<file path="src/lbm_defines.vh">
/*
 * Constants for the leaky-bucket input monitor: register offsets,
 * reset values, field positions and timing figures.
 * Assumes inclusion by bare name from the design files.
 */
`ifndef LBM_DEFINES_VH
`define LBM_DEFINES_VH

// Register byte offsets on the APB
`define LBM_OFF_FILL_LIMIT    8'h00
`define LBM_OFF_LEAK_RATE     8'h04
`define LBM_OFF_UPPER_THR     8'h08
`define LBM_OFF_LOWER_THR     8'h0C
`define LBM_OFF_LEVEL         8'h10
`define LBM_OFF_IRQ_STATUS    8'h14
`define LBM_OFF_IRQ_MASK      8'h18
`define LBM_OFF_CTRL          8'h1C

// Reset values
`define LBM_RST_FILL_LIMIT    8'h08
`define LBM_RST_LEAK_RATE     8'h01
`define LBM_RST_UPPER_THR     8'h06
`define LBM_RST_LOWER_THR     8'h04
`define LBM_RST_IRQ_MASK      3'h0
`define LBM_RST_CTRL          1'h1

// Field positions
`define LBM_LEAK_RATE_MSB     1
`define LBM_LEAK_RATE_LSB     0
`define LBM_IRQ_ALARM_SET     0
`define LBM_IRQ_ALARM_CLR     1
`define LBM_IRQ_SATURATED     2
`define LBM_IRQ_W             3

// Timing: monitoring cycle in ms, clock in kHz
`define LBM_CYCLE_MS          128
`define LBM_CLK_KHZ           250000

`endif

</file>
<file path="src/lbm_cycle_timer.v">
/*
 * Monitoring cycle timer: divides pclk into a one-cycle enable pulse
 * once per monitoring cycle.
 * Assumes pclk at the rate the top-level parameter describes.
 */
`timescale 1ns/1ns
`default_nettype none
`include "lbm_defines.vh"

module lbm_cycle_timer #(
    parameter integer CYCLE_CLKS = (`LBM_CYCLE_MS * `LBM_CLK_KHZ) // Clocks per monitoring cycle
) (
    input  wire pclk,                           // System clock
    input  wire presetn,                        // Async reset, active low
    input  wire enable,                         // Timer runs while high
    output reg  tick                            // One-cycle pulse per cycle
);

    reg [31:0] count_r;

    // Free-running divider; held at zero while disabled so a restart is a full cycle
    always @(posedge pclk or negedge presetn) begin
        if (!presetn) begin
            count_r <= 32'h00000000;
            tick    <= 1'b0;
        end else if (!enable) begin
            count_r <= 32'h00000000;
            tick    <= 1'b0;
        end else if (count_r == CYCLE_CLKS - 1) begin
            count_r <= 32'h00000000;
            tick    <= 1'b1;
        end else begin
            count_r <= count_r + 32'h00000001;
            tick    <= 1'b0;
        end
    end

endmodule
`default_nettype wire

</file>
<file path="src/lbm_bucket.v">
/*
 * Leaky-bucket input monitor for one reference input, configuration 1.
 * Holds the fill, leak, threshold, interrupt and control registers on an
 * APB slave and grades the input once per monitoring cycle.
 * Assumes fault_in and erratic_in are asynchronous levels from the input
 * checker, held high for as long as the condition persists.
 */
// Function
// RULE1 - Add one to the bucket each monitoring cycle with a failed/erratic input.
// RULE2 - Subtract one per complete clean leak period of 1, 2, 4 or 8 cycles.
// RULE3 - Leak-rate bits [1:0] pick 128, 256, 512 or 1024 ms per decrement.
// RULE4 - Fill limit caps the bucket; no further increments once reached.
// RULE5 - Leak-rate byte is read/write, resets to 0000 0001, two bits used.
// RULE6 - Drain matches fill rate or one half, quarter or eighth of it.
// RULE7 - Fill and leak decisions are made once per 128 ms monitoring cycle.
// RULE8 - Raise the activity alarm when the bucket reaches the upper threshold.
// RULE9 - Clear the activity alarm when the bucket falls to the lower threshold.
// RULE10 - The bucket never goes below zero; leaks at zero change nothing.
`timescale 1ns/1ns
`default_nettype none
`include "lbm_defines.vh"

module lbm_bucket #(
    parameter integer CYCLE_CLKS = (`LBM_CYCLE_MS * `LBM_CLK_KHZ) // Clocks per cycle
) (
    input  wire        pclk,                    // APB clock, 250 MHz
    input  wire        presetn,                 // Async reset, active low
    input  wire        psel,                    // APB select
    input  wire        penable,                 // APB access phase
    input  wire        pwrite,                  // APB write
    input  wire [7:0]  paddr,                   // APB byte address
    input  wire [31:0] pwdata,                  // APB write data
    output reg  [31:0] prdata,                  // APB read data
    output wire        pready,                  // APB ready, always one
    output wire        pslverr,                 // APB error on unmapped address
    input  wire        fault_in,                // Input failed, async level
    input  wire        erratic_in,              // Input erratic, async level
    output reg         alarm,                   // Activity alarm level
    output reg  [7:0]  level,                   // Bucket contents
    output wire        irq                      // Interrupt, active high level
);

    // Registers
    reg [7:0]           fill_limit_r;
    reg [7:0]           leak_rate_r;
    reg [7:0]           upper_thr_r;
    reg [7:0]           lower_thr_r;
    reg [`LBM_IRQ_W-1:0] irq_status_r;
    reg [`LBM_IRQ_W-1:0] irq_mask_r;
    reg                 enable_r;

    // Synchronisers and per-cycle fault memory
    reg [1:0] fault_sync_r;
    reg [1:0] erratic_sync_r;
    reg       seen_bad_r;
    reg [2:0] clean_cnt_r;
    reg       alarm_nxt;
    reg [7:0] level_nxt;
    reg [2:0] clean_nxt;
    reg [`LBM_IRQ_W-1:0] irq_evt;

    wire tick;
    wire bad_now;
    wire wr_en;
    wire rd_en;
    wire [2:0] period_last;

    // Decode an address to a mapped-register hit
    function addr_hit;
        input [7:0] a;
        begin
            addr_hit = (a == `LBM_OFF_FILL_LIMIT) || (a == `LBM_OFF_LEAK_RATE) ||
                       (a == `LBM_OFF_UPPER_THR)  || (a == `LBM_OFF_LOWER_THR) ||
                       (a == `LBM_OFF_LEVEL)      || (a == `LBM_OFF_IRQ_STATUS) ||
                       (a == `LBM_OFF_IRQ_MASK)   || (a == `LBM_OFF_CTRL);
        end
    endfunction

    // Zero-wait-state slave; unmapped offsets answer with pslverr
    assign pready  = 1'b1;
    assign pslverr = psel & penable & ~addr_hit(paddr);
    assign wr_en   = psel & penable & pwrite & addr_hit(paddr);
    assign rd_en   = psel & ~penable & ~pwrite;

    // Monitoring cycle pulse
    lbm_cycle_timer #(
        .CYCLE_CLKS (CYCLE_CLKS)
    ) u_timer (
        .pclk    (pclk),
        .presetn (presetn),
        .enable  (enable_r),
        .tick    (tick)
    );

    // Two-flop synchronisers; only the second stage is read
    always @(posedge pclk or negedge presetn) begin
        if (!presetn) begin
            fault_sync_r   <= 2'h0;
            erratic_sync_r <= 2'h0;
        end else begin
            fault_sync_r   <= {fault_sync_r[0], fault_in};
            erratic_sync_r <= {erratic_sync_r[0], erratic_in};
        end
    end

    assign bad_now = fault_sync_r[1] | erratic_sync_r[1];

    // Leak period length minus one: 0, 1, 3 or 7 cycles
    assign period_last = (3'h1 << leak_rate_r[`LBM_LEAK_RATE_MSB:`LBM_LEAK_RATE_LSB]) - 3'h1; // RULE3 RULE6

    // Bucket update, evaluated once per monitoring cycle
    always @* begin
        level_nxt = level;
        clean_nxt = clean_cnt_r;
        alarm_nxt = alarm;
        irq_evt   = {`LBM_IRQ_W{1'b0}};
        if (tick) begin // RULE7
            if (seen_bad_r || bad_now) begin
                clean_nxt = 3'h0; // RULE2
                if (level < fill_limit_r) begin
                    level_nxt = level + 8'h01; // RULE1
                end else begin
                    irq_evt[`LBM_IRQ_SATURATED] = 1'b1; // RULE4
                end
            end else if (clean_cnt_r >= period_last) begin
                clean_nxt = 3'h0;
                if (level != 8'h00) begin
                    level_nxt = level - 8'h01; // RULE2 RULE10
                end
            end else begin
                clean_nxt = clean_cnt_r + 3'h1;
            end
            if (!alarm && level_nxt >= upper_thr_r) begin
                alarm_nxt = 1'b1; // RULE8
                irq_evt[`LBM_IRQ_ALARM_SET] = 1'b1;
            end else if (alarm && level_nxt <= lower_thr_r) begin
                alarm_nxt = 1'b0; // RULE9
                irq_evt[`LBM_IRQ_ALARM_CLR] = 1'b1;
            end
        end
    end

    // Bucket state; a fault anywhere inside a cycle counts for that cycle
    always @(posedge pclk or negedge presetn) begin
        if (!presetn) begin
            level       <= 8'h00;
            clean_cnt_r <= 3'h0;
            alarm       <= 1'b0;
            seen_bad_r  <= 1'b0;
        end else if (!enable_r) begin
            level       <= 8'h00;
            clean_cnt_r <= 3'h0;
            alarm       <= 1'b0;
            seen_bad_r  <= 1'b0;
        end else begin
            level       <= level_nxt;
            clean_cnt_r <= clean_nxt;
            alarm       <= alarm_nxt;
            seen_bad_r  <= tick ? 1'b0 : (seen_bad_r | bad_now); // RULE1
        end
    end

    // Configuration registers; writes land in the access phase
    always @(posedge pclk or negedge presetn) begin
        if (!presetn) begin
            fill_limit_r <= `LBM_RST_FILL_LIMIT;
            leak_rate_r  <= `LBM_RST_LEAK_RATE; // RULE5
            upper_thr_r  <= `LBM_RST_UPPER_THR;
            lower_thr_r  <= `LBM_RST_LOWER_THR;
            irq_mask_r   <= `LBM_RST_IRQ_MASK;
            enable_r     <= `LBM_RST_CTRL;
        end else if (wr_en) begin
            case (paddr)
                `LBM_OFF_FILL_LIMIT: fill_limit_r <= pwdata[7:0]; // RULE4
                `LBM_OFF_LEAK_RATE:  leak_rate_r  <= pwdata[7:0]; // RULE5
                `LBM_OFF_UPPER_THR:  upper_thr_r  <= pwdata[7:0];
                `LBM_OFF_LOWER_THR:  lower_thr_r  <= pwdata[7:0];
                `LBM_OFF_IRQ_MASK:   irq_mask_r   <= pwdata[`LBM_IRQ_W-1:0];
                `LBM_OFF_CTRL:       enable_r     <= pwdata[0];
                default:             enable_r     <= enable_r;
            endcase
        end
    end

    // Sticky status, write one to clear; a same-cycle event wins over the clear
    always @(posedge pclk or negedge presetn) begin
        if (!presetn) begin
            irq_status_r <= {`LBM_IRQ_W{1'b0}};
        end else begin
            irq_status_r <= (irq_status_r &
                             ~((wr_en && paddr == `LBM_OFF_IRQ_STATUS) ?
                               pwdata[`LBM_IRQ_W-1:0] : {`LBM_IRQ_W{1'b0}})) | irq_evt;
        end
    end

    assign irq = |(irq_status_r & irq_mask_r);

    // Read data registered in the setup phase, valid for the access phase
    always @(posedge pclk or negedge presetn) begin
        if (!presetn) begin
            prdata <= 32'h00000000;
        end else if (rd_en) begin
            case (paddr)
                `LBM_OFF_FILL_LIMIT: prdata <= {24'h000000, fill_limit_r};
                `LBM_OFF_LEAK_RATE:  prdata <= {24'h000000, leak_rate_r};
                `LBM_OFF_UPPER_THR:  prdata <= {24'h000000, upper_thr_r};
                `LBM_OFF_LOWER_THR:  prdata <= {24'h000000, lower_thr_r};
                `LBM_OFF_LEVEL:      prdata <= {23'h000000, alarm, level};
                `LBM_OFF_IRQ_STATUS: prdata <= {29'h00000000, irq_status_r};
                `LBM_OFF_IRQ_MASK:   prdata <= {29'h00000000, irq_mask_r};
                `LBM_OFF_CTRL:       prdata <= {31'h00000000, enable_r};
                default:             prdata <= 32'h00000000;
            endcase
        end
    end

endmodule
`default_nettype wire

</file>
<file path="config.mk">
export PLATFORM = sky130hd
export DESIGN_NAME = lbm_bucket
export DESIGN_NICKNAME = d
export VERILOG_FILES = /design/src/lbm_cycle_timer.v /design/src/lbm_bucket.v
export VERILOG_INCLUDE_DIRS = /design/src
export SDC_FILE = /design/constraint.sdc
export NUM_CORES = 1
export LEC_CHECK = 0
export ABC_CLOCK_PERIOD_IN_PS = 7390
export BUFFER_PORTS_ARGS = -buffer_cell sky130_fd_sc_hd__buf_2
export CAP_MARGIN = 0
export CORE_MARGIN = 5
export CORE_UTILIZATION = 49
export CTS_BUF_LIST = sky130_fd_sc_hd__clkbuf_16
export CTS_CLUSTER_DIAMETER = 100
export DETAILED_ROUTE_END_ITERATION = 7
export GPL_TIMING_DRIVEN = 1
export PLACE_DENSITY_LB_ADDON = 0.1
export SLEW_MARGIN = 5
export SYNTH_ARGS = -nofsm -noshare
export SYNTH_HDL_FRONTEND = slang
export SYNTH_SLANG_ARGS = --single-unit
</file>
<file path="constraint.sdc">
create_clock -name pclk -period 7.39 [get_ports pclk]
set_clock_uncertainty 0.15 [all_clocks]
set_input_delay 0.739 -clock pclk [delete_from_list [all_inputs] [get_ports pclk]]
set_output_delay 0.739 -clock pclk [all_outputs]
set_load 0.1 [all_outputs]
</file>
==> results.txt <==
- Depth of the worst register-to-register path: 12
- Excluding fillers, the count of instances in the completed layout stands at 816.
- In this run the power density over the cells is 188.0 nW/um^2.
- The slowest stage of the critical path belongs to the cell sky130_fd_sc_hd__dfrtp_1.
* Crit path largest cell delay: about 0.65 ns
- Area added between synthesis and finish: 7.940%
- Via count of the first global-routing pass: about 4.5k
- Of the cells placed in the final design, the portion with a size suffix greater than 1 is 15.40%.
* Detail-routed via count per cell: 5.663
- The worst register-to-register path begins at level[5].
* Kind of critical path: flip-flop to flip-flop
* Required time worst endpoint: 7.44 ns
- Post-Synthesis Mean Instance Area: 9.370 sq um
* Hold EP: erratic_sync_r[1]
- Number of buffers on the longest clock path: 2
- CTS placed an instance of sky130_fd_sc_hd__clkbuf_16 at the clock tree root.
- Measured along the x axis, the die boundary spans 120.1 um.
- DRC: 0
- The detail route stage leaves a number of antenna-violating nets equal to 0.
- Measured on the finished design, the core utilization comes to 53.61%.
- # hold bufs at CTS: 0
* H-Tree Depth: 3
- Transition time of the tightest slew-check pin: about 1.1 ns
- Summed over all layers, the routed wires come to 13.77 mm.
* Commonest cells after routing, fill and taps aside: 92 x sky130_fd_sc_hd__dfrtp_1, 67 x sky130_fd_sc_hd__nor2_1, 53 x sky130_fd_sc_hd__nand2_1, 44 x sky130_fd_sc_hd__o21ai_0
- CP startpoint kind: flip-flop
- Once placement finished, the instance area stood at a little over 6000 sq um.
* Setup-failing EPs final: 0
- Start point of the worst hold path: erratic_sync_r[0]
- Final cell area excluding filler cells: 6412 sq um
- Total iterations of the first detailed-routing run: 4
- Final-layout setup total negative slack: 0 ns
* Yosys warning total: 0
* Number of setup buffers added after CTS: 0
* PnR Total Power: 1.206 mW
- Leading cell type in the layout, fill and taps excluded: sky130_fd_sc_hd__dfrtp_1
* Netlist Area Pre-Place: between 5000 and 6000 sq um
* DR vias: 4621
* Inst Count DP: 800
* Async S/R FF share, synth: 100.0%
- Row generation in the floorplan step produced 40 rows.
- Count of buffer and inverter cells on the critical path: 0
* Pin count of the biggest net entering global routing: 58
- Initial standard-cell utilization of the core: 49.67%
* CTS Sinks: 98
- Worst supply voltage drop on vdd: 0.1232 mV
* Arrival time at the worst endpoint: 4.28 ns
* Weighted congestion at the end of routability-driven global placement: 0.8575
- Remaining global-route overflow: 0
- Of the synthesized area, sequential elements account for 41.41%.
* EDFF count, synth: 0
- Core footprint: 11960 sq um
- Synthesis instantiated 76 different standard cells from the library.
- The critical path runs through a total of 12 cells.
- Unrepaired setup endpoints after global routing: false
- After filler insertion, the fill cell instance count of the layout stands at 1109.
- The flow ran to the end, and the final reports show no timing, DRC or antenna violations.
- Slew headroom: 24.35%
- After layout, the worst path uses 57.26% of the clock period.
- Maximum fanout count along the critical path: 14
- The worst register-to-register path ends at alarm.
- Across the run, the number of max-cap violations was 0.
* Number of cells produced by synthesis: 634
- Synthesized flop and latch total: 98
* Type of the worst min-delay path: flip-flop to flip-flop
* First-pass GRT wire length: 22.92 mm
- Count of buffers from port buffering: 42
- Buffers inserted during clock tree synthesis total 9.
- The analysis attributes to cell leakage a power of 3.115 nW.
- Antenna cell count: 0
- After legalization and detailed placement, the total HPWL measured 10.25 mm.
* WL/cell: 16.87 um
- DRC marker count from the first detailed-route iteration: 397
* Critical Path, Cell by Cell: ha_1, a21oi_1, nor2b_1, o21ai_1, nand3_1, o22a_1, o21ai_0, ha_1, a21o_1, a21o_1, a2111oi_0, a2111oi_0
- The floorplan step defined a die boundary enclosing 14430 sq um.
- Die height: 120.1 um
- Post-synth top flop: sky130_fd_sc_hd__dfrtp_1
- Nature of the critical path endpoint: flip-flop
- Count of instances resized after the clock tree is built: 0
- I/O pins: 91
- Clock-pin transition on the worst setup and hold timing paths: approximately 0.070 ns
* Time the final worst path needs with I/O delays and setup: 4.231 ns
* Final-report max-slew violation count: 0
- Max frequency: 0.2363 GHz
* Number of cells traversed by the worst hold path: 0
* Setup slack of the worst register-to-register path: approximately 3.2 ns
* Antenna violations before repair: 0
* Worst Setup SP: level[5]
- Clock Latency Late Sink: 0.35 ns
- The kind of cell with the highest combined delay along the critical path is compound AO/OA/AOI/OAI gates.
- Final-stage net count: 741
* Number of hold violations in the final report: 0
* Total Routing Usage GR: a little under 20%
* Clock tree from TritonCTS: done
-- how the worst max path moves through the flow --
stage          slack (ns)  endpoint
4_1_cts              3.15     alarm
6_report             3.16     alarm
3_3_place_gp         3.30     alarm
2_1_floorplan        3.53     alarm
3_5_place_dp         3.15     alarm
5_1_grt              2.91     alarm
-- where the power goes --
| part | switching (mW) | internal [mW] | total (mW) |
|---|---|---|---|
| logic | 0.158 | 0.0368 | 0.195 |
| registers | 0.0261 | 0.561 | 0.587 |
| clock network | 0.199 | 0.225 | 0.424 |
-- flip-flops by register name (all words and copies together) (netlist names) --
register and flops:
fault_sync_r 2, prdata 9, irq_mask_r 3, erratic_sync_r 2, level 8, irq_status_r 3, seen_bad_r 1, upper_thr_r 8
clean_cnt_r 3, fill_limit_r 8, leak_rate_r 8, enable_r 1, lower_thr_r 8, u_timer.tick 1, alarm 1, u_timer.count_r 32
-- worst reg2reg max path, stage by stage, from the launching register on --
cell                        delay, ns
sky130_fd_sc_hd__dfrtp_1         0.65
sky130_fd_sc_hd__ha_1            0.34
sky130_fd_sc_hd__a21oi_1         0.14
sky130_fd_sc_hd__nor2b_1         0.06
sky130_fd_sc_hd__o21ai_1         0.41
sky130_fd_sc_hd__nand3_1         0.25
sky130_fd_sc_hd__o22a_1          0.26
sky130_fd_sc_hd__o21ai_0         0.38
sky130_fd_sc_hd__ha_1            0.34
sky130_fd_sc_hd__a21o_1          0.18
sky130_fd_sc_hd__a21o_1          0.16
sky130_fd_sc_hd__a2111oi_0       0.62
sky130_fd_sc_hd__a2111oi_0       0.15
-- per-layer routing --
metal | wire, um | global-route usage [%] | vias to the layer above
met4 | 257 | 6.872 | 0
met3 | 705 | 3.440 | 16
li1 | - | - | 2272
met1 | 6069 | 25.68 | 2226
met5 | 0 | 0 | -
met2 | 6738 | 33.51 | 107
-- stage by stage --
| step | setup WS (ns) | hold slack, ns |
|---|---|---|
| finish | 3.159 | 0.1971 |
| floorplan | 3.527 | 0.1812 |
| global placement | 3.301 | 0.1854 |
| CTS | 3.150 | 0.1984 |
| detailed placement | 3.150 | 0.1847 |
| global route | 2.908 | 0.2194 |
-- cell usage after synthesis, types with 10 or more instances --
library cell                n  area (sq um)
sky130_fd_sc_hd__o21ai_0   44         220.2
sky130_fd_sc_hd__ha_1      30         375.4
sky130_fd_sc_hd__nand4_1   12         75.07
sky130_fd_sc_hd__a21oi_1   21         105.1
sky130_fd_sc_hd__inv_1     39         146.4
sky130_fd_sc_hd__nor3_1    12         60.06
sky130_fd_sc_hd__mux2i_1   14         140.1
sky130_fd_sc_hd__nand3_1   20         100.1
sky130_fd_sc_hd__clkbuf_1  15         56.30
sky130_fd_sc_hd__a31oi_1   10         62.56
sky130_fd_sc_hd__dfrtp_1   92          2302
sky130_fd_sc_hd__nand2_1   53         198.9
sky130_fd_sc_hd__xor2_1    12         105.1
sky130_fd_sc_hd__mux2_2    13         146.4
sky130_fd_sc_hd__buf_4     27         202.7
sky130_fd_sc_hd__and3_1    15         93.84
sky130_fd_sc_hd__nor2_1    67         251.5
sky130_fd_sc_hd__xnor2_1   13         113.9
-- cells by family after synthesis --
family	count (synthesis)	share of synthesized area, %
adders and majority gates	30	6.318
and+or+nand+nor	233	21.59
other	2	0.1264
muxes	27	4.823
AOI/OAI and AO/OA	133	14.70
xor gates and xnor gates	25	3.686
DFF	98	41.41
buffers and inverters	86	7.350
-- final cells by class --
| type | instances | area, sq um | share of cell area (%) |
|---|---|---|---|
| repair buffers | 44 | 227.7 | 3.551 |
| well taps | 147 | 183.9 | 2.868 |
| inverters | 39 | 146.4 | 2.283 |
| clock inverters | 7 | 37.54 | 0.5854 |
| multi-input cells | 472 | 3132 | 48.84 |
| clock buffers | 9 | 225.2 | 3.512 |
| flip-flops and latches | 98 | 2460 | 38.36 |
(Power assumes the default switching activity.)
